$ cat config.mk
export PLATFORM = sky130hd
export DESIGN_NAME = albs_equip_end_flat
export DESIGN_NICKNAME = d
export VERILOG_FILES = /design/src/albs_pkg.sv /design/src/albs_link_if.sv /design/src/albs_equip_end.sv /design/src/flat_wrapper.sv
export SDC_FILE = /design/constraint.sdc
export NUM_CORES = 1
export LEC_CHECK = 0
export BUFFER_PORTS_ARGS = -buffer_cell sky130_fd_sc_hd__buf_2
export CAP_MARGIN = 40
export CORE_MARGIN = 2
export CORE_UTILIZATION = 45
export DETAILED_ROUTE_END_ITERATION = 12
export GPL_TIMING_DRIVEN = 1
export PLACE_DENSITY = 0.75
export SLEW_MARGIN = 20
export SYNTH_ARGS = -nofsm -noshare
export SYNTH_HDL_FRONTEND = slang
export SYNTH_SLANG_ARGS = --single-unit
$ cat constraint.sdc
create_clock -name clk_in -period 3.02 [get_ports clk_in]
set_clock_uncertainty 0.15 [all_clocks]
set_input_delay 0.604 -clock clk_in [delete_from_list [all_inputs] [get_ports clk_in]]
set_output_delay 0.604 -clock clk_in [all_outputs]
set_load 0.01 [all_outputs]
$ cat src/albs_pkg.sv
// Shared constants and types for the adapter link bring-up sequencer.
// Assumes both ends run on the same 25 MHz clock and share one time-base tick.
package albs_pkg;

    // ****************************************
    // Clock and time base
    // ****************************************
    localparam int CLK_HZ = 25000000;
    localparam int TICK_US = 1000;
    localparam int TICK_CYCLES = (CLK_HZ / 1000000) * TICK_US;

    // ****************************************
    // Timeout periods in milliseconds (one tick each)
    // ****************************************
    localparam int RESPONSE_TIMEOUT_MS = 3000;
    localparam int INIT_WAIT_MS = 5000;
    localparam int CONFIRM_RESPONSE_MS = 3000;
    localparam int RESET_DELAY_MS = 1000;
    localparam int DISPOSAL_WAIT_MS = 5000;
    localparam int ADAPTER_CONFIRM_MS = 3000;
    localparam int ADAPTER_INIT_MS = 100;
    localparam int TIMER_W = 16;

    // ****************************************
    // Retry limits and reset pulse
    // ****************************************
    localparam logic [1:0] RETRY_LIMIT = 2'h3;
    localparam logic [3:0] RESET_PULSE_CYCLES = 4'h4;

    // ****************************************
    // Message argument layout
    // ****************************************
    localparam int ARG_W = 16;
    localparam int ARG_TYPE_LSB = 8;
    localparam int ARG_LAST_BIT = 15;
    localparam int ARG_KEEP_BIT = 0;
    localparam logic [7:0] NO_OBJECTS = 8'h00;

    // Confirmation results
    localparam logic [7:0] RES_OK = 8'h00;
    localparam logic [7:0] RES_TYPE_MISMATCH = 8'h01;
    localparam logic [7:0] RES_OBJ_MISMATCH = 8'h02;
    localparam logic [7:0] RES_DISPOSE = 8'h03;

    typedef enum logic [3:0] {
        MSG_NONE = 4'h0,
        MSG_CONF_REQ = 4'h1,
        MSG_CONF_RSP = 4'h2,
        MSG_INIT_REQ = 4'h3,
        MSG_INIT_ACC = 4'h4,
        MSG_INIT_DONE = 4'h5,
        MSG_INIT_DONE_ACK = 4'h6,
        MSG_INQ_REQ = 4'h7,
        MSG_INQ_RSP = 4'h8,
        MSG_INQ_DONE = 4'h9,
        MSG_INQ_DONE_ACK = 4'hA,
        MSG_STARTUP = 4'hB,
        MSG_STARTUP_ACK = 4'hC
    } albs_msg_t;

endpackage

$ cat src/albs_link_if.sv
// Link between the equipment end and the adapter end: message strobes,
// the shared time-base tick and the adapter reset line. Same clock both sides.
interface albs_link_if;
    import albs_pkg::*;

    logic tick;
    logic adapter_reset_n;
    logic eq_valid;
    albs_msg_t eq_code;
    logic [ARG_W-1:0] eq_arg;
    logic ad_valid;
    albs_msg_t ad_code;
    logic [ARG_W-1:0] ad_arg;

    modport equip (
        output tick, adapter_reset_n, eq_valid, eq_code, eq_arg,
        input ad_valid, ad_code, ad_arg
    );

    modport adapter (
        input tick, adapter_reset_n, eq_valid, eq_code, eq_arg,
        output ad_valid, ad_code, ad_arg
    );

endinterface

$ cat src/albs_equip_end.sv
// Equipment end of the adapter link bring-up sequencer.
// Assumes the adapter end shares clk_in and answers over albs_link_if.
//
// Summary of operation
// - Confirm state ignores all but confirmation requests
// - Check type and objects, answer promptly
// - Mismatch reported in result field
// - Type mismatch: delay, reset adapter, wait
// - Third mismatch: dispose, wait, reset, unrecognized
// - No request in disposal wait: reset again
// - Third request timeout: discard, reset, unrecognized
// - Adapter requests after power-on, zero objects unless retained
// - Adapter acts on confirmation result
// - Adapter resends request once, then unrecognized
// - Send init request, retry once, stand-alone
// - Wait init period for completion, else stand-alone
// - Acknowledge init completion within general timeout
// - Adapter accepts init, discarding objects if asked
// - Adapter resends completion once, then standby
// - Adapter with objects sends startup notification
// - Acknowledge every startup notification promptly
// - Adapter inquires each object in turn
// - Adapter sends inquiry completion, then startup
// - Answer every inquiry and inquiry completion
// - First and general timeouts are three seconds
module albs_equip_end
    import albs_pkg::*;
#(
    parameter int TICK_LEN = TICK_CYCLES,
    parameter int FIRST_RESPONSE_TIMEOUT = RESPONSE_TIMEOUT_MS,
    parameter int INIT_WAIT_PERIOD = INIT_WAIT_MS,
    parameter int CONFIRM_RESPONSE_TIMEOUT = CONFIRM_RESPONSE_MS,
    parameter int RESET_DELAY_PERIOD = RESET_DELAY_MS,
    parameter int DISPOSAL_WAIT_PERIOD = DISPOSAL_WAIT_MS
) (
    // Clock and reset
    input wire logic clk_in,
    input wire logic reset_n_in,
    // Link toward the adapter
    albs_link_if.equip link,
    // Expected adapter and object data
    input wire logic [7:0] exp_adapter_type_in,
    input wire logic [7:0] exp_obj_sig_in,
    input wire logic [7:0] num_objects_in,
    input wire logic keep_data_in,
    // Status
    output logic [8:0] eq_state_out,
    output logic iface_data_valid_out
);

    // ****************************************
    // Types and local signals
    // ****************************************
    typedef enum logic [8:0] {
        E_IFC = 9'h001,
        E_RST_DLY = 9'h002,
        E_DISPOSE = 9'h004,
        E_INIT_REQ = 9'h008,
        E_INIT_WAIT = 9'h010,
        E_CONSTRUCT = 9'h020,
        E_NORMAL = 9'h040,
        E_STANDALONE = 9'h080,
        E_UNREC = 9'h100
    } albs_eq_state_t;

    albs_eq_state_t state_q;
    logic [31:0] tick_cnt_q;
    logic tick_q;
    logic [TIMER_W-1:0] tmr_q;
    logic tmr_clr;
    logic [1:0] tmo_cnt_q;
    logic [1:0] mm_cnt_q;
    logic retry_q;
    logic rst_req_q;
    logic [3:0] rst_cnt_q;
    logic adp_rst_n_q;
    logic eq_valid_q;
    albs_msg_t eq_code_q;
    logic [ARG_W-1:0] eq_arg_q;
    logic iface_valid_q;
    logic rx;
    logic [7:0] rx_type;
    logic [7:0] rx_obj;

    assign rx = link.ad_valid;
    assign rx_type = link.ad_arg[ARG_W-1:ARG_TYPE_LSB];
    assign rx_obj = link.ad_arg[ARG_TYPE_LSB-1:0];
    assign tmr_clr = (state_q != E_IFC) && rx;

    // ****************************************
    // Shared time base
    // ****************************************
    always_ff @(posedge clk_in or negedge reset_n_in) begin
        if (!reset_n_in) begin
            tick_cnt_q <= 32'h0;
            tick_q <= 1'b0;
        end else if (tick_cnt_q >= 32'(TICK_LEN - 1)) begin
            tick_cnt_q <= 32'h0;
            tick_q <= 1'b1;
        end else begin
            tick_cnt_q <= tick_cnt_q + 32'h1;
            tick_q <= 1'b0;
        end
    end

    // ****************************************
    // Adapter reset pulse
    // ****************************************
    always_ff @(posedge clk_in or negedge reset_n_in) begin
        if (!reset_n_in) begin
            rst_cnt_q <= 4'h0;
            adp_rst_n_q <= 1'b1;
        end else if (rst_req_q) begin
            rst_cnt_q <= RESET_PULSE_CYCLES - 4'h1;
            adp_rst_n_q <= 1'b0;
        end else if (rst_cnt_q != 4'h0) begin
            rst_cnt_q <= rst_cnt_q - 4'h1;
            adp_rst_n_q <= 1'b0;
        end else begin
            adp_rst_n_q <= 1'b1;
        end
    end

    // ****************************************
    // Sequencer, timer and messages
    // ****************************************
    // Answers go out the cycle after the request, far inside every response timeout
    always_ff @(posedge clk_in or negedge reset_n_in) begin
        if (!reset_n_in) begin
            state_q <= E_IFC;
            tmr_q <= '0;
            tmo_cnt_q <= 2'h0;
            mm_cnt_q <= 2'h0;
            retry_q <= 1'b0;
            rst_req_q <= 1'b0;
            eq_valid_q <= 1'b0;
            eq_code_q <= MSG_NONE;
            eq_arg_q <= '0;
            iface_valid_q <= 1'b1;
        end else begin
            eq_valid_q <= 1'b0;
            rst_req_q <= 1'b0;
            if (tmr_clr) begin
                tmr_q <= '0;
            end else if (tick_q && (tmr_q != '1)) begin
                tmr_q <= tmr_q + 1'b1;
            end
            case (state_q)
                E_IFC: begin
                    // Anything but a confirmation request is dropped here
                    if (rx && (link.ad_code == MSG_CONF_REQ)) begin
                        tmr_q <= '0;
                        eq_valid_q <= 1'b1;
                        eq_code_q <= MSG_CONF_RSP;
                        eq_arg_q[ARG_W-1:8] <= 8'h00;
                        if (rx_type != exp_adapter_type_in) begin
                            if (mm_cnt_q == RETRY_LIMIT - 2'h1) begin
                                eq_arg_q[7:0] <= RES_DISPOSE;
                                state_q <= E_DISPOSE;
                            end else begin
                                mm_cnt_q <= mm_cnt_q + 2'h1;
                                eq_arg_q[7:0] <= RES_TYPE_MISMATCH;
                                state_q <= E_RST_DLY;
                            end
                        end else if (rx_obj != exp_obj_sig_in) begin
                            eq_arg_q[7:0] <= RES_OBJ_MISMATCH;
                            state_q <= E_INIT_REQ;
                        end else begin
                            eq_arg_q[7:0] <= RES_OK;
                            state_q <= E_INIT_REQ;
                        end
                    end else if (tmr_q >= TIMER_W'(DISPOSAL_WAIT_PERIOD)) begin
                        tmr_q <= '0;
                        rst_req_q <= 1'b1;
                        if (tmo_cnt_q == RETRY_LIMIT - 2'h1) begin
                            iface_valid_q <= 1'b0;
                            state_q <= E_UNREC;
                        end else begin
                            tmo_cnt_q <= tmo_cnt_q + 2'h1;
                        end
                    end
                end
                E_RST_DLY: begin
                    if (tmr_q >= TIMER_W'(RESET_DELAY_PERIOD)) begin
                        tmr_q <= '0;
                        rst_req_q <= 1'b1;
                        state_q <= E_IFC;
                    end
                end
                E_DISPOSE: begin
                    if (tmr_q >= TIMER_W'(DISPOSAL_WAIT_PERIOD)) begin
                        iface_valid_q <= 1'b0;
                        rst_req_q <= 1'b1;
                        state_q <= E_UNREC;
                    end
                end
                E_INIT_REQ: begin
                    // Entered with the timer still counting from the confirmation; restart here
                    if (!retry_q && (eq_code_q == MSG_CONF_RSP)) begin
                        tmr_q <= '0;
                        retry_q <= 1'b1;
                        eq_valid_q <= 1'b1;
                        eq_code_q <= MSG_INIT_REQ;
                        eq_arg_q <= ARG_W'(keep_data_in);
                    end else if (rx && (link.ad_code == MSG_INIT_ACC)) begin
                        retry_q <= 1'b0;
                        state_q <= E_INIT_WAIT;
                    end else if (tmr_q >= TIMER_W'(FIRST_RESPONSE_TIMEOUT)) begin
                        tmr_q <= '0;
                        if (eq_code_q == MSG_INIT_REQ && eq_arg_q[ARG_LAST_BIT]) begin
                            state_q <= E_STANDALONE;
                        end else begin
                            eq_valid_q <= 1'b1;
                            eq_arg_q[ARG_LAST_BIT] <= 1'b1;
                        end
                    end
                end
                E_INIT_WAIT: begin
                    if (rx && (link.ad_code == MSG_INIT_DONE)) begin
                        eq_valid_q <= 1'b1;
                        eq_code_q <= MSG_INIT_DONE_ACK;
                        eq_arg_q <= ARG_W'(RES_OK);
                        state_q <= E_CONSTRUCT;
                    end else if (tmr_q >= TIMER_W'(INIT_WAIT_PERIOD)) begin
                        state_q <= E_STANDALONE;
                    end
                end
                E_CONSTRUCT, E_NORMAL: begin
                    if (rx && (link.ad_code == MSG_INQ_REQ) && (state_q == E_CONSTRUCT)) begin
                        eq_valid_q <= 1'b1;
                        eq_code_q <= MSG_INQ_RSP;
                        eq_arg_q <= {(rx_obj + 8'h01 >= num_objects_in), 7'h00, rx_obj};
                    end else if (rx && (link.ad_code == MSG_INQ_DONE) && (state_q == E_CONSTRUCT)) begin
                        eq_valid_q <= 1'b1;
                        eq_code_q <= MSG_INQ_DONE_ACK;
                        eq_arg_q <= {8'h00, exp_obj_sig_in};
                    end else if (rx && (link.ad_code == MSG_STARTUP)) begin
                        eq_valid_q <= 1'b1;
                        eq_code_q <= MSG_STARTUP_ACK;
                        eq_arg_q <= ARG_W'(RES_OK);
                        state_q <= E_NORMAL;
                    end
                end
                E_STANDALONE, E_UNREC: begin
                    // Terminal until the next reset; recognition service lives elsewhere
                    state_q <= state_q;
                end
                default: begin
                    state_q <= E_IFC;
                end
            endcase
        end
    end

    // ****************************************
    // Outputs
    // ****************************************
    assign link.tick = tick_q;
    assign link.adapter_reset_n = adp_rst_n_q;
    assign link.eq_valid = eq_valid_q;
    assign link.eq_code = eq_code_q;
    assign link.eq_arg = eq_arg_q;
    assign eq_state_out = state_q;
    assign iface_data_valid_out = iface_valid_q;

endmodule

$ cat src/flat_wrapper.sv
// flat-port wrapper written by rule: the top's interface ports become plain ports
module albs_equip_end_flat import albs_pkg::*;
#(
    parameter int TICK_LEN = TICK_CYCLES,
    parameter int FIRST_RESPONSE_TIMEOUT = RESPONSE_TIMEOUT_MS,
    parameter int INIT_WAIT_PERIOD = INIT_WAIT_MS,
    parameter int CONFIRM_RESPONSE_TIMEOUT = CONFIRM_RESPONSE_MS,
    parameter int RESET_DELAY_PERIOD = RESET_DELAY_MS,
    parameter int DISPOSAL_WAIT_PERIOD = DISPOSAL_WAIT_MS
)
  (clk_in, reset_n_in, exp_adapter_type_in, exp_obj_sig_in, num_objects_in, keep_data_in, eq_state_out, iface_data_valid_out, link_tick, link_adapter_reset_n, link_eq_valid, link_eq_code, link_eq_arg, link_ad_valid, link_ad_code, link_ad_arg);
  albs_link_if link_i ();
  input wire logic clk_in;
  input wire logic reset_n_in;
  input wire logic [7:0] exp_adapter_type_in;
  input wire logic [7:0] exp_obj_sig_in;
  input wire logic [7:0] num_objects_in;
  input wire logic keep_data_in;
  output logic [8:0] eq_state_out;
  output logic iface_data_valid_out;
  output wire logic [$bits(link_i.tick)-1:0] link_tick;
  output wire logic [$bits(link_i.adapter_reset_n)-1:0] link_adapter_reset_n;
  output wire logic [$bits(link_i.eq_valid)-1:0] link_eq_valid;
  output wire logic [$bits(link_i.eq_code)-1:0] link_eq_code;
  output wire logic [$bits(link_i.eq_arg)-1:0] link_eq_arg;
  input wire logic [$bits(link_i.ad_valid)-1:0] link_ad_valid;
  input wire logic [$bits(link_i.ad_code)-1:0] link_ad_code;
  input wire logic [$bits(link_i.ad_arg)-1:0] link_ad_arg;
  assign link_tick = link_i.tick;
  assign link_adapter_reset_n = link_i.adapter_reset_n;
  assign link_eq_valid = link_i.eq_valid;
  assign link_eq_code = link_i.eq_code;
  assign link_eq_arg = link_i.eq_arg;
  assign link_i.ad_valid = link_ad_valid;
  assign link_i.ad_code = link_ad_code;
  assign link_i.ad_arg = link_ad_arg;
  albs_equip_end #(.TICK_LEN(TICK_LEN), .FIRST_RESPONSE_TIMEOUT(FIRST_RESPONSE_TIMEOUT), .INIT_WAIT_PERIOD(INIT_WAIT_PERIOD), .CONFIRM_RESPONSE_TIMEOUT(CONFIRM_RESPONSE_TIMEOUT), .RESET_DELAY_PERIOD(RESET_DELAY_PERIOD), .DISPOSAL_WAIT_PERIOD(DISPOSAL_WAIT_PERIOD)) u_core (.clk_in(clk_in), .reset_n_in(reset_n_in), .link(link_i), .exp_adapter_type_in(exp_adapter_type_in), .exp_obj_sig_in(exp_obj_sig_in), .num_objects_in(num_objects_in), .keep_data_in(keep_data_in), .eq_state_out(eq_state_out), .iface_data_valid_out(iface_data_valid_out));
endmodule
==> tab_implementation.tex <==
\begin{tabular}{lr}
\hline
Metric & Value \\
\hline
\multicolumn{2}{l}{\textbf{Worst setup path}} \\
Largest driver fanout on the critical path & 8 \\
Endpoint required time on the critical path & 3100 ps \\
Startpoint of the lowest-slack register-to-register path & u\_core.eq\_state\_out[8]\$\_DFFE\_PN0P\_ \\
Depth of the most critical reg-to-reg path & 6 \\
Crit path capture type & register \\
Worst Path Class, Setup & reg -> reg \\
CP Capture Point & u\_core.eq\_state\_out[4]\$\_DFFE\_PN0P\_ \\
Worst R2R Setup Slack & 440 ps \\
Data arrival at the endpoint of the critical path & 2670 ps \\
Startpoint kind of the worst setup timing path & register \\
Reg2Reg Capture Point & u\_core.eq\_state\_out[4]\$\_DFFE\_PN0P\_ \\
Critical Path Source & u\_core.eq\_state\_out[8]\$\_DFFE\_PN0P\_ \\
\multicolumn{2}{l}{\textbf{Logic synthesis}} \\
Share of the synthesized area in the top cell type & 0.438 \\
Post-synth ARST share & 1.00 \\
Cell area after technology mapping & roughly 0.0046 mm² \\
Distinct cell type count of the synthesized netlist & 69 \\
Cells after synthesis & 468 \\
Leading post-synthesis cells by cell area & dfrtp\_1 44\%, xor2\_1 7.6\%, nor2\_1 4.6\% \\
Avg Cell Area, Syn & 9.88 µm² \\
Sequential cell area fraction in the yosys report & 0.455 \\
Post-synth EDFFs & 0 \\
Cell type with the largest total area after synthesis & dfrtp\_1 \\
Warnings from Yosys & 0 \\
Post-synthesis sequential element count & 84 \\
Commonest register cell after synthesis & dfrtp\_1 \\
\multicolumn{2}{l}{\textbf{Placement}} \\
Pre-CTS WS & 289 ps \\
Count of port buffers added during placement & between 70 and 80 \\
Global placement routability congestion & 0.902 \\
Half-perimeter wire length after detailed placement & between 7000 and 8000 µm \\
Instance area at placement & around 0.0052 mm² \\
\multicolumn{2}{l}{\textbf{Global routing}} \\
Gr ovfl total & 0 \\
Vias in the first global route & 3836 \\
First-pass GRT wire length & 17400 µm \\
Pin count of the biggest net entering global routing & 44 \\
Total GRT Usage & 0.191 \\
Antenna violations before repair & 0 \\
\multicolumn{2}{l}{\textbf{Timing}} \\
Max Clock Freq & 387 MHz \\
Fin crit period & 2580 ps \\
Max-slew violation total from the final report & 0 \\
Final worst slack & 436 ps \\
Worst hold-check slack & 76.3 ps \\
Actual transition at the worst max-transition pin & 624 ps \\
Max\_slew headroom & 0.582 \\
Final-report setup violation count & 0 \\
Number of hold violations in the final report & 0 \\
Share of the clock period used by the worst path after layout & 0.856 \\
Unrepaired setup endpoints after global routing & no \\
Total negative slack for setup checks & 0 ps \\
\multicolumn{2}{l}{\textbf{Finish}} \\
Fraction of layout instances using a drive strength above 1 & 0.215 \\
Total inserted antenna cells & 0 \\
Number of nets in the layout & 629 \\
Layout filler cell count & 919 \\
Growth of design area from synthesis to finish & 17.0\% \\
Most common cell after layout, fill and taps aside & dfrtp\_1 \\
Total non-filler cell area in the finished layout & 0.00541 mm² \\
Most used cells in the layout excluding fill and tap cells & 81 x dfrtp\_1, 72 x buf\_2, 57 x nor2\_1, 40 x xor2\_1, 32 x inv\_1 \\
\multicolumn{2}{l}{\textbf{Power}} \\
Final total power & 0.00288 W \\
Total power divided by cell area & 533 mW/mm² \\
Worst-case vdd ir drop & 0.287 mV \\
Leak & 2.66 nW \\
\multicolumn{2}{l}{\textbf{Detailed routing}} \\
Number of vias per cell after detailed routing & 5.29 \\
Initial detailed-routing violation count & 124 \\
Routed WL per cell & between 10 and 15 µm \\
Total iterations of the first detailed-routing run & 6 \\
Via count & 3742 \\
Routed Wire Length & 9920 µm \\
Remaining number of nets flagged by the antenna check after routing & 0 \\
DR DRC count & 0 \\
\multicolumn{2}{l}{\textbf{Clock network}} \\
TritonCTS clock tree & done \\
Post-CTS setup buffer count & 0 \\
Total number of clock tree sinks & 84 \\
Total clock buffers created by CTS & 9 \\
Clk Tree Root Cell & clkbuf\_8 \\
Clk Latency, worst-skew pair & around 350 ps \\
Number of gates resized after CTS & 0 \\
Hold buffers post-CTS & 0 \\
Clock-pin transition on the worst setup and hold timing paths & 80 ps \\
Maximum level of the CTS H-tree & 3 \\
Clock tree buffer depth & 2 \\
\multicolumn{2}{l}{\textbf{Floorplan}} \\
Chip height & 105 µm \\
Site Rows & 37 \\
Die area & approximately 0.011 mm² \\
Total I/O pin count & 81 \\
Die width & about 110 µm \\
Core Footprint & 0.0101 mm² \\
Initial Utilization & 0.456 \\
\multicolumn{2}{l}{\textbf{Status}} \\
Result of the run & complete, no violations \\
\multicolumn{2}{l}{\textbf{Run}} \\
Max-cap violations & 0 \\
\multicolumn{2}{l}{\textbf{Hold path}} \\
Worst min-delay path category & in -> async \\
\hline
\end{tabular}
==> cells in the mapped netlist, types with 6 or more instances <==
cell / instances
a21o_1: 6
a21oi_1: 11
a222oi_1: 6
and3_1: 9
buf_4: 8
clkbuf_1: 8
dfrtp_1: 81
ha_1: 15
inv_1: 32
nand2_1: 30
nand2b_1: 6
nand3_1: 20
nand4_1: 8
nor2_1: 57
nor2b_1: 6
nor3_1: 8
nor4_1: 16
o21ai_0: 8
xnor2_1: 16
xor2_1: 40
==> cells by family (layout without fill, tap and decap cells) <==
kind of cell | count (synthesis) | count (layout) | share of synthesized area
AOI/OAI and AO/OA | 68 | 68 | 0.108
xor gates and xnor gates | 56 | 56 | 0.106
adders and majority gates | 15 | 15 | 0.0406
buffers and inverters | 53 | 133 | 0.0536
DFF | 84 | 84 | 0.455
muxes | 6 | 6 | 0.0135
other | 1 | 24 | 0.000811
and+or+nand+nor | 185 | 185 | 0.222
==> power breakdown <==
part	total (W)	internal (W)	leakage, nW	switching (W)
Combinational	0.000765	0.000332	1.48	0.000433
Sequential	0.00137	0.00125	1.08	0.000122
Clock	0.000748	0.000349	0.0892	0.000399
Total	0.00288	0.00193	2.66	0.000954
==> registers in the layout, summed over array words and instances (netlist names) <==
register,count
u_core.retry_q,1
u_core.link.adapter_reset_n,1
u_core.tmo_cnt_q,2
u_core.rst_req_q,1
u_core.tick_cnt_q,32
u_core.iface_data_valid_out,1
u_core.link.eq_code,4
u_core.link.eq_valid,1
u_core.link.eq_arg,9
u_core.link.tick,1
u_core.eq_state_out,9
u_core.rst_cnt_q,4
u_core.mm_cnt_q,2
u_core.tmr_q,16
==> critical path: stages, from the launching register on <==
cell      delay [ps]
dfrtp_1          490
nor4_4           530
nand3_2          240
a221oi_1         350
a41oi_1          140
nand4b_4         210
mux2_1           340
==> routing by layer <==
layer  wire (µm)  up-vias  track usage
met1        4270     1827        0.236
met3         368       23       0.0414
met5           0        -            0
li1            -     1804            -
met2        5050       88        0.327
met4         228        0       0.0714
==> per-stage QoR <==
step                 util  instances
floorplan               -        491
global placement    0.513        690
detailed placement  0.515        691
CTS                 0.534        707
global route        0.534        707
finish              0.534        707
==> cell type report <==
| class | instances | area [µm²] | share of cell area |
|---|---|---|---|
| multi-input combinational | 354 | 2360 | 0.435 |
| clock inverter | 4 | 32.5 | 0.00601 |
| inverter | 32 | 120 | 0.0222 |
| clock buffer | 12 | 155 | 0.0287 |
| timing repair buffer | 85 | 470 | 0.0870 |
| tap | 136 | 170 | 0.0315 |
| sequential | 84 | 2110 | 0.389 |
==> worst min path at each step <==
stage / start / to / slack, ps / depth (start not counted)
2_1_floorplan: reset_n_in / u_core.eq_state_out[1]$_DFFE_PN0P_ / 160 / 0
3_3_place_gp: u_core.tick_cnt_q[0]$_DFF_PN0_ / u_core.tick_cnt_q[0]$_DFF_PN0_ / 300 / 1
3_5_place_dp: u_core.tick_cnt_q[0]$_DFF_PN0_ / u_core.tick_cnt_q[0]$_DFF_PN0_ / 310 / 1
4_1_cts: reset_n_in / u_core.tick_cnt_q[3]$_DFF_PN0_ / 90 / 1
5_1_grt: reset_n_in / u_core.tick_cnt_q[3]$_DFF_PN0_ / 120 / 1
6_report: reset_n_in / u_core.tick_cnt_q[3]$_DFF_PN0_ / 80 / 1
(Power assumes the default switching activity.)
